`src/flash_host_cfg.svh`:
```
// constants and register map for the parallel flash host controller
// Notes on behaviour
// - wait 1 us before trusting full byte
// - poll only after last write pulse rises
// - toggle status valid only after last pulse
// - unlock prefix before program, six writes erase
// - query entry ends with 98H at 5555H
// - query mode held until exit command
// - sector erase 30H, block erase 50H last
// - chip erase 10H at 5555H last
`ifndef FLASH_HOST_CFG_SVH
`define FLASH_HOST_CFG_SVH

// flash pin widths
`define FL_ADDR_W 21
`define FL_DATA_W 8

// command addresses and codes
`define FL_ADDR_UNLOCK1 21'h005555
`define FL_ADDR_UNLOCK2 21'h002AAA
`define FL_CODE_AA 8'hAA
`define FL_CODE_55 8'h55
`define FL_CODE_PROG 8'hA0
`define FL_CODE_ERASE 8'h80
`define FL_CODE_SECTOR 8'h30
`define FL_CODE_BLOCK 8'h50
`define FL_CODE_CHIP 8'h10
`define FL_CODE_ID 8'h90
`define FL_CODE_QUERY 8'h98
`define FL_CODE_EXIT 8'hF0
`define FL_SECTOR_LSB 12
`define FL_BLOCK_LSB 16

// avalon register byte offsets
`define REG_CTRL 4'h0
`define REG_ADDR 4'h4
`define REG_WDATA 4'h8
`define REG_STATUS 4'hC
// control fields: bit 0 go, bits 6:4 command
`define CTRL_GO_BIT 0
`define CTRL_CMD_LSB 4
// status fields
`define STAT_BUSY_BIT 0
`define STAT_DONE_BIT 1
`define STAT_FAIL_BIT 2
`define STAT_RDATA_LSB 8

// timing, 200 MHz clock
`define CLK_PERIOD_PS 5000
`define T_PULSE_PS 40000
`define T_PULSE_CYC ((`T_PULSE_PS + `CLK_PERIOD_PS - 1) / `CLK_PERIOD_PS)
`define T_SETTLE_NS 1000
`define T_SETTLE_CYC ((`T_SETTLE_NS * 1000 + `CLK_PERIOD_PS - 1) / `CLK_PERIOD_PS)
`define T_READ_PS 100000
`define T_READ_CYC ((`T_READ_PS + `CLK_PERIOD_PS - 1) / `CLK_PERIOD_PS)
`define POLL_LIMIT 32'd400000

`endif

```
`src/flash_host_pkg.sv`:
```
// types shared by the flash host controller
`default_nettype none
package flash_host_pkg;
  typedef enum logic [2:0] {
    CMD_READ = 3'b000,
    CMD_PROGRAM = 3'b001,
    CMD_SECTOR_ERASE = 3'b010,
    CMD_BLOCK_ERASE = 3'b011,
    CMD_CHIP_ERASE = 3'b100,
    CMD_ID_ENTRY = 3'b101,
    CMD_QUERY_ENTRY = 3'b110,
    CMD_EXIT = 3'b111
  } flash_cmd_t;
endpackage
`default_nettype wire
```
`src/flash_bus_cycle.sv`:
```
// one timed read or write cycle on the flash pins
`timescale 1ns/1ps
`default_nettype none
`include "flash_host_cfg.svh"
module flash_bus_cycle (
  input wire logic sys_clk_i,
  input wire logic rst_i,
  input wire logic start_i,
  input wire logic write_i,
  input wire logic [`FL_ADDR_W-1:0] addr_i,
  input wire logic [`FL_DATA_W-1:0] wdata_i,
  output logic done_o,
  output logic [`FL_DATA_W-1:0] rdata_o,
  output logic [`FL_ADDR_W-1:0] fl_addr_o,
  output logic fl_chip_sel_n_o,
  output logic fl_out_gate_n_o,
  output logic fl_wr_strobe_n_o,
  input wire logic [`FL_DATA_W-1:0] fl_dq_i,
  output logic [`FL_DATA_W-1:0] fl_dq_o,
  output logic fl_dq_oe_o
);
  import flash_host_pkg::*;

  typedef enum logic [1:0] {
    CY_IDLE = 2'b00,
    CY_ACTIVE = 2'b01,
    CY_RECOVER = 2'b10
  } cycle_state_t;

  localparam int PULSE_CYC = `T_PULSE_CYC;
  localparam int READ_CYC = `T_READ_CYC;

  cycle_state_t state;
  logic [7:0] count;
  logic is_write;

  // sequence one strobe, then a gap as long as a write pulse
  always_ff @(posedge sys_clk_i)
  begin
    if (rst_i)
    begin
      state <= CY_IDLE;
      count <= 8'h00;
      is_write <= 1'b0;
      done_o <= 1'b0;
      rdata_o <= 8'h00;
      fl_addr_o <= '0;
      fl_dq_o <= 8'h00;
      fl_chip_sel_n_o <= 1'b1;
      fl_out_gate_n_o <= 1'b1;
      fl_wr_strobe_n_o <= 1'b1;
      fl_dq_oe_o <= 1'b0;
    end
    else
    begin
      done_o <= 1'b0;
      case (state)
        CY_IDLE:
        begin
          if (start_i)
          begin
            is_write <= write_i;
            fl_addr_o <= addr_i;
            fl_dq_o <= wdata_i;
            fl_dq_oe_o <= write_i;
            fl_chip_sel_n_o <= 1'b0;
            fl_out_gate_n_o <= write_i;
            fl_wr_strobe_n_o <= ~write_i;
            count <= write_i ? 8'(PULSE_CYC) : 8'(READ_CYC);
            state <= CY_ACTIVE;
          end
        end
        CY_ACTIVE:
        begin
          if (count == 8'h01)
          begin
            if (!is_write)
              rdata_o <= fl_dq_i;
            fl_chip_sel_n_o <= 1'b1;
            fl_out_gate_n_o <= 1'b1;
            fl_wr_strobe_n_o <= 1'b1;
            count <= 8'(PULSE_CYC);
            state <= CY_RECOVER;
          end
          else
            count <= count - 8'h01;
        end
        CY_RECOVER:
        begin
          fl_dq_oe_o <= 1'b0;
          if (count == 8'h01)
          begin
            done_o <= 1'b1;
            state <= CY_IDLE;
          end
          else
            count <= count - 8'h01;
        end
        default: state <= CY_IDLE;
      endcase
    end
  end
endmodule
`default_nettype wire

```
`src/flash_host.sv`:
```
// flash host controller: avalon registers to command sequences and status polling
`timescale 1ns/1ps
`default_nettype none
`include "flash_host_cfg.svh"
module flash_host (
  input wire logic sys_clk_i,
  input wire logic rst_i,
  input wire logic [3:0] avs_address_i,
  input wire logic avs_read_i,
  input wire logic avs_write_i,
  input wire logic [31:0] avs_writedata_i,
  input wire logic [3:0] avs_byteenable_i,
  output logic [31:0] avs_readdata_o,
  output logic avs_waitrequest_o,
  output logic [`FL_ADDR_W-1:0] fl_addr_o,
  output logic fl_chip_sel_n_o,
  output logic fl_out_gate_n_o,
  output logic fl_wr_strobe_n_o,
  input wire logic [`FL_DATA_W-1:0] fl_dq_i,
  output logic [`FL_DATA_W-1:0] fl_dq_o,
  output logic fl_dq_oe_o
);
  import flash_host_pkg::*;

  typedef enum logic [2:0] {
    ST_IDLE = 3'b000,
    ST_ISSUE = 3'b001,
    ST_WAIT = 3'b010,
    ST_POLL = 3'b011,
    ST_POLL_WAIT = 3'b100,
    ST_SETTLE = 3'b101
  } host_state_t;

  localparam int SETTLE_CYC = `T_SETTLE_CYC;

  host_state_t state;
  flash_cmd_t cmd;
  logic [`FL_ADDR_W-1:0] target_addr;
  logic [`FL_DATA_W-1:0] target_data;
  logic busy;
  logic done;
  logic fail;
  logic [`FL_DATA_W-1:0] result;
  logic [2:0] step;
  logic [2:0] last_step;
  logic first_poll;
  logic prev_toggle;
  logic [31:0] poll_count;
  logic [15:0] settle_count;
  logic cyc_start;
  logic cyc_write;
  logic [`FL_ADDR_W-1:0] cyc_addr;
  logic [`FL_DATA_W-1:0] cyc_wdata;
  logic cyc_done;
  logic [`FL_DATA_W-1:0] cyc_rdata;
  logic bus_ack;
  logic go_req;
  logic is_erase;
  logic [`FL_ADDR_W-1:0] seq_addr;
  logic [`FL_DATA_W-1:0] seq_data;

  flash_bus_cycle u_cycle (
    .sys_clk_i(sys_clk_i),
    .rst_i(rst_i),
    .start_i(cyc_start),
    .write_i(cyc_write),
    .addr_i(cyc_addr),
    .wdata_i(cyc_wdata),
    .done_o(cyc_done),
    .rdata_o(cyc_rdata),
    .fl_addr_o(fl_addr_o),
    .fl_chip_sel_n_o(fl_chip_sel_n_o),
    .fl_out_gate_n_o(fl_out_gate_n_o),
    .fl_wr_strobe_n_o(fl_wr_strobe_n_o),
    .fl_dq_i(fl_dq_i),
    .fl_dq_o(fl_dq_o),
    .fl_dq_oe_o(fl_dq_oe_o)
  );

  // bus answers one cycle after a request appears
  assign avs_waitrequest_o = (avs_read_i | avs_write_i) & ~bus_ack;
  assign go_req = avs_write_i & bus_ack & (avs_address_i == `REG_CTRL)
    & avs_byteenable_i[0] & avs_writedata_i[`CTRL_GO_BIT];
  assign is_erase = (cmd == CMD_SECTOR_ERASE) | (cmd == CMD_BLOCK_ERASE)
    | (cmd == CMD_CHIP_ERASE);

  // acknowledge strobe for the avalon slave
  always_ff @(posedge sys_clk_i)
  begin
    if (rst_i)
      bus_ack <= 1'b0;
    else
      bus_ack <= (avs_read_i | avs_write_i) & ~bus_ack;
  end

  // read data mux, unmapped offsets read zero
  always_ff @(posedge sys_clk_i)
  begin
    if (rst_i)
      avs_readdata_o <= 32'h0000_0000;
    else if (avs_address_i == `REG_CTRL)
      avs_readdata_o <= {25'h0, cmd, 4'h0}; // cmd read back in bits 6:4, go reads 0
    else if (avs_address_i == `REG_ADDR)
      avs_readdata_o <= {11'h0, target_addr};
    else if (avs_address_i == `REG_WDATA)
      avs_readdata_o <= {24'h0, target_data};
    else if (avs_address_i == `REG_STATUS)
      avs_readdata_o <= {16'h0, result, 5'h0, fail, done, busy};
    else
      avs_readdata_o <= 32'h0000_0000;
  end

  // address and data registers, frozen while busy
  always_ff @(posedge sys_clk_i)
  begin
    if (rst_i)
    begin
      target_addr <= '0;
      target_data <= 8'h00;
      cmd <= CMD_READ;
    end
    else if (avs_write_i && bus_ack && !busy)
    begin
      if (avs_address_i == `REG_ADDR)
        target_addr <= avs_writedata_i[`FL_ADDR_W-1:0];
      else if (avs_address_i == `REG_WDATA && avs_byteenable_i[0])
        target_data <= avs_writedata_i[7:0];
      else if (avs_address_i == `REG_CTRL && avs_byteenable_i[0])
        cmd <= flash_cmd_t'(avs_writedata_i[`CTRL_CMD_LSB +: 3]);
    end
  end

  // writes of the current step; prefix is sent for every command but read
  always_comb
  begin
    seq_addr = `FL_ADDR_UNLOCK1;
    seq_data = `FL_CODE_AA;
    last_step = 3'd2;
    case (step)
      3'd1:
      begin
        seq_addr = `FL_ADDR_UNLOCK2;
        seq_data = `FL_CODE_55;
      end
      3'd2:
      begin
        case (cmd)
          CMD_PROGRAM: seq_data = `FL_CODE_PROG;
          CMD_ID_ENTRY: seq_data = `FL_CODE_ID;
          CMD_QUERY_ENTRY: seq_data = `FL_CODE_QUERY;
          CMD_EXIT: seq_data = `FL_CODE_EXIT;
          default: seq_data = `FL_CODE_ERASE;
        endcase
      end
      3'd3:
      begin
        if (cmd == CMD_PROGRAM)
        begin
          seq_addr = target_addr;
          seq_data = target_data;
        end
      end
      3'd4:
      begin
        seq_addr = `FL_ADDR_UNLOCK2;
        seq_data = `FL_CODE_55;
      end
      3'd5:
      begin
        if (cmd == CMD_SECTOR_ERASE)
        begin
          seq_addr = {target_addr[`FL_ADDR_W-1:`FL_SECTOR_LSB], 12'h000};
          seq_data = `FL_CODE_SECTOR;
        end
        else if (cmd == CMD_BLOCK_ERASE)
        begin
          seq_addr = {target_addr[`FL_ADDR_W-1:`FL_BLOCK_LSB], 16'h0000};
          seq_data = `FL_CODE_BLOCK;
        end
        else
          seq_data = `FL_CODE_CHIP;
      end
      default:
      begin
        seq_addr = `FL_ADDR_UNLOCK1;
        seq_data = `FL_CODE_AA;
      end
    endcase
    if (cmd == CMD_PROGRAM)
      last_step = 3'd3;
    else if (is_erase)
      last_step = 3'd5;
  end

  // command sequencer and status polling
  always_ff @(posedge sys_clk_i)
  begin
    if (rst_i)
    begin
      state <= ST_IDLE;
      busy <= 1'b0;
      done <= 1'b0;
      fail <= 1'b0;
      result <= 8'h00;
      step <= 3'd0;
      first_poll <= 1'b0;
      prev_toggle <= 1'b0;
      poll_count <= 32'h0000_0000;
      settle_count <= 16'h0000;
      cyc_start <= 1'b0;
      cyc_write <= 1'b0;
      cyc_addr <= '0;
      cyc_wdata <= 8'h00;
    end
    else
    begin
      cyc_start <= 1'b0;
      case (state)
        ST_IDLE:
        begin
          if (go_req)
          begin
            busy <= 1'b1;
            done <= 1'b0;
            fail <= 1'b0;
            step <= 3'd0;
            state <= ST_ISSUE;
          end
        end
        ST_ISSUE:
        begin
          cyc_start <= 1'b1;
          if (cmd == CMD_READ)
          begin
            cyc_write <= 1'b0;
            cyc_addr <= target_addr;
          end
          else
          begin
            cyc_write <= 1'b1;
            cyc_addr <= seq_addr;
            cyc_wdata <= seq_data;
          end
          state <= ST_WAIT;
        end
        ST_WAIT:
        begin
          if (cyc_done)
          begin
            if (cmd == CMD_READ)
            begin
              result <= cyc_rdata;
              busy <= 1'b0;
              done <= 1'b1;
              state <= ST_IDLE;
            end
            else if (step == last_step)
            begin
              if (cmd == CMD_PROGRAM || is_erase)
              begin
                first_poll <= 1'b1;
                poll_count <= 32'h0000_0000;
                state <= ST_POLL;
              end
              else
              begin
                busy <= 1'b0;
                done <= 1'b1;
                state <= ST_IDLE;
              end
            end
            else
            begin
              step <= step + 3'd1;
              state <= ST_ISSUE;
            end
          end
        end
        ST_POLL:
        begin
          cyc_start <= 1'b1;
          cyc_write <= 1'b0;
          cyc_addr <= target_addr;
          state <= ST_POLL_WAIT;
        end
        ST_POLL_WAIT:
        begin
          if (cyc_done)
          begin
            first_poll <= 1'b0;
            prev_toggle <= cyc_rdata[6];
            poll_count <= poll_count + 32'h0000_0001;
            if (!first_poll && cyc_rdata[6] == prev_toggle)
            begin
              // toggling stopped; data-poll bit must agree
              if (cmd == CMD_PROGRAM)
                fail <= cyc_rdata[7] != target_data[7];
              else
                fail <= ~cyc_rdata[7];
              settle_count <= 16'(SETTLE_CYC);
              state <= ST_SETTLE;
            end
            else if (poll_count == `POLL_LIMIT)
            begin
              fail <= 1'b1;
              busy <= 1'b0;
              done <= 1'b1;
              state <= ST_IDLE;
            end
            else
              state <= ST_POLL;
          end
        end
        ST_SETTLE:
        begin
          // full byte is valid only after the settle interval
          if (settle_count == 16'h0001)
          begin
            busy <= 1'b0;
            done <= 1'b1;
            state <= ST_IDLE;
          end
          else
            settle_count <= settle_count - 16'h0001;
        end
        default: state <= ST_IDLE;
      endcase
    end
  end
endmodule
`default_nettype wire

```
`config.mk`:
```
export PLATFORM = sky130hd
export DESIGN_NAME = flash_host
export DESIGN_NICKNAME = d
export VERILOG_FILES = /design/src/flash_host_pkg.sv /design/src/flash_bus_cycle.sv /design/src/flash_host.sv
export VERILOG_INCLUDE_DIRS = /design/src /design/src/src
export SDC_FILE = /design/constraint.sdc
export NUM_CORES = 1
export LEC_CHECK = 0
export BUFFER_PORTS_ARGS = -buffer_cell sky130_fd_sc_hd__buf_2
export CAP_MARGIN = 20
export CORE_MARGIN = 1
export CORE_UTILIZATION = 40
export CTS_BUF_LIST = sky130_fd_sc_hd__clkbuf_4
export CTS_CLUSTER_SIZE = 10
export DETAILED_ROUTE_END_ITERATION = 7
export PLACE_DENSITY_LB_ADDON = 0.2
export SYNTH_ARGS = -nofsm -noshare
export SYNTH_HDL_FRONTEND = slang
export SYNTH_SLANG_ARGS = --single-unit
```
`constraint.sdc`:
```
create_clock -name sys_clk_i -period 2.1 [get_ports sys_clk_i]
set_input_delay 0.21 -clock sys_clk_i [delete_from_list [all_inputs] [get_ports sys_clk_i]]
set_output_delay 0.21 -clock sys_clk_i [all_outputs]
set_load 0.01 [all_outputs]
```
==> out/qor.txt <==
status -> complete, but fails checks
failing checks -> setup timing
Required @ worst endpoint -> 2680 ps
Max-Cap Viols -> 0
Crit path arrival time -> 2740 ps
DRC Markers -> 0
Psw -> 1773 uW
Reg power frac -> 52.5%
Pwr Density -> 613.0 nW/um2
main combinational cell family by area after synthesis -> simple AND/OR/NAND/NOR gates
final hold slack -> 94.25 ps
Place WS -> -71.21 ps
CP max FO -> 2
critical-path cell list -> or4_4 > or3_4 > or3_1 > or4_1 > a21oi_1
Syn Area/Cell -> 8.412 um2
Crit-path slowest cell -> or4_4
Seq/Total Area, Yosys -> 43.33%
crit path capture type -> flop
Max Clock Freq -> 0.4644 GHz
largest net degree at the start of global routing -> 49
DR iter-0 viols -> 654
Clock Latency Late Sink -> 670 ps
share of cells above drive strength 1 -> 26.01%
RSZ-0062 raised after global routing -> yes
slew margin rel. -> 59.83%
post-synthesis async set-or-reset flop share -> 0%
antenna-violating nets left -> 0
I/O Pins -> 118
P_leak -> 0.004882 uW
final worst slack -> -53.36 ps
drt pass-1 iters -> 5
clock network power share -> 43.8%
Synth cell types -> 65
XOR/XNOR share of the synthesized area -> 1.202%
Yosys reg bits -> 205
Hold Path Depth -> 5
peak supply drop -> 530.8 uV
CP Launch Type -> flop
area grow syn2layout -> 28.08%
Slew Limit Fails -> 0
H-tree levels -> 2
Worst Reg-to-Reg Cells -> 5
DP Wirelength -> 18230 um
final net count -> 1421
Die Footprint -> 24300 um2
die width -> 155.9 um
vias in the first global route -> 8433
endpoints failing setup -> 1
Int Power -> 5664 uW
Crit Path Category -> flop to flop
drt wl/cell -> 15.52 um
min-delay worst type -> primary input to flop
routed vias/inst -> 5.298
most common cell after layout, fill and taps aside -> dfxtp_1
final hold violations -> 0
Most used DFF post-synth -> dfxtp_1
switching share of total power -> 23.84%
Post-Route WL -> 26420 um
post-synthesis simple-gate area fraction -> 22.99%
number of flops mapped to enable cells by yosys -> 0
initial antenna violation count -> 1
Post-Synthesis Cells -> 1126
core area -> 22920 um2
Initial Utilization -> 41.33%
maximum clock path buffer count -> 3
Port Buffers -> 92
Clock Tree Root -> clkbuf_4
post-synthesis mux area share -> 10.22%
CTS tree -> done
Comb pwr share -> 3.7%
CTS buffer count -> 55
Final Cycle Share -> 102.5%
routability cong. -> 0.8448
TritonCTS Sinks -> 205
Final Core Density -> 52.94%
Final Skew -> 48.48 ps
slew at the pin closest to its max-slew limit -> 601.1 ps
first-pass GRT wire length -> 42850 um
CP peak stage delay -> 530 ps
global route overflow -> 0
synthesized area -> 9472 um2
die extent in y -> 155.9 um
Period minus WS final -> 2153 ps
Post-Synth Adder-Cell Area -> 1.849%
Synth Area in Compound Gates -> 15.56%
Warnings, synthesis -> 0
Total GRT Usage -> 21.71%
leading cell types in the layout, fill and taps excluded -> dfxtp_1, nand2_1, nor2_1
CTS clk-pin slew, worst paths -> 60 ps
via count -> 9017
# rows -> 55
-- per-stage QoR --
stage	instance area [um2]	instances	TNS (ps)	power [uW]
after floorplan	9530	1136	-69.74	4128
after global placement	10890	1570	-40.97	4218
after detailed placement	10890	1570	-454.3	4219
after CTS	11880	1692	-52.91	7557
after global routing	12130	1702	-181.5	7814
final	12130	1702	-53.36	7437
-- worst max-delay path: cells and delay by family (launching register included) --
kind               cells  cell delay, ps
and+or+nand+nor        4            1640
AOI/OAI and AO/OA      1             140
DFF                    1             320
-- state kept, by name (all words and copies together), names as in the netlist, 8 cells and up --
register	flops
target_addr	21
target_data	8
cyc_wdata	8
settle_count	16
avs_readdata_o	21
cyc_addr	21
u_cycle.count	8
poll_count	32
u_cycle.fl_dq_o	8
u_cycle.fl_addr_o	21
u_cycle.rdata_o	8
result	8
-- layout make-up --
cell class / count / area [um2]
diodes: 1 / 2.502
clock buffers: 76 / 570.5
clock inverters: 14 / 62.56
fillers: 2196 / 10780
inverters: 29 / 108.9
multi-input cells: 823 / 5172
flip-flops and latches: 205 / 4111
well taps: 313 / 391.6
repair buffers: 241 / 1712
-- power by group through the flow --
stage / Clock, uW / Sequential, uW / Combinational [uW]
floorplan: 0 / 3990 / 138
global placement: 0 / 3990 / 228
detailed placement: 0 / 3990 / 229
CTS: 3380 / 3900 / 274
global route: 3610 / 3900 / 303
finish: 3260 / 3900 / 277
-- synthesized netlist by cell type (all sizes together), types with 9 or more instances --
| cell type | instances | share of area, % |
|---|---|---|
| and3 | 32 | 2.1 |
| mux2i | 72 | 7.6 |
| nor3 | 42 | 2.3 |
| clkbuf | 54 | 2.1 |
| xor2 | 9 | 0.83 |
| inv | 29 | 1.1 |
| a211oi | 9 | 0.71 |
| nand3 | 36 | 1.9 |
| o21ai | 60 | 3.2 |
| buf | 25 | 1.5 |
| dfxtp | 205 | 43 |
| or3 | 10 | 0.73 |
| a21oi | 102 | 5.4 |
| mux2 | 22 | 2.6 |
| a2111oi | 9 | 0.83 |
| a22oi | 14 | 1.1 |
| nand4 | 20 | 1.3 |
| ha | 14 | 1.8 |
| nor4 | 12 | 0.86 |
| nor2 | 113 | 4.5 |
| nand2 | 127 | 5.0 |
-- metal layers --
metal	vias to the layer above	part of all wire, %	global-route usage (%)
li1	4510	-	-
met1	4228	48	29.97
met2	232	45	34.14
met3	47	5.0	3.917
met4	0	1.9	6.909
met5	-	0	0
-- final timing paths --
check                    from              endpoint  slack, ps
max reg2reg   settle_count[9]      settle_count[14]        -50
min          avs_address_i[1]     avs_readdata_o[2]         90
max           settle_count[9]      settle_count[14]        -50
min reg2reg       cyc_addr[5]  u_cycle.fl_addr_o[5]        450
-- kinds of logic after synthesis --
family	Yosys count
mux	94
simple gates	445
buf+inv	108
other cells	1
fa+ha+maj	14
flops	205
xor+xnor	13
compound gates	246
-- timing repair --
| action | in CTS | in global routing |
|---|---|---|
| setup endpoints to repair | 12 | 46 |
| resized for setup | 8 | 43 |
| hold buffers | 32 | 0 |
| pin swaps | 1 | 7 |
| gates cloned | 0 | 2 |
| setup buffers | 0 | 7 |
| endpoints found under the hold margin | 43 | 0 |
Power figures use the tool's default switching activity.
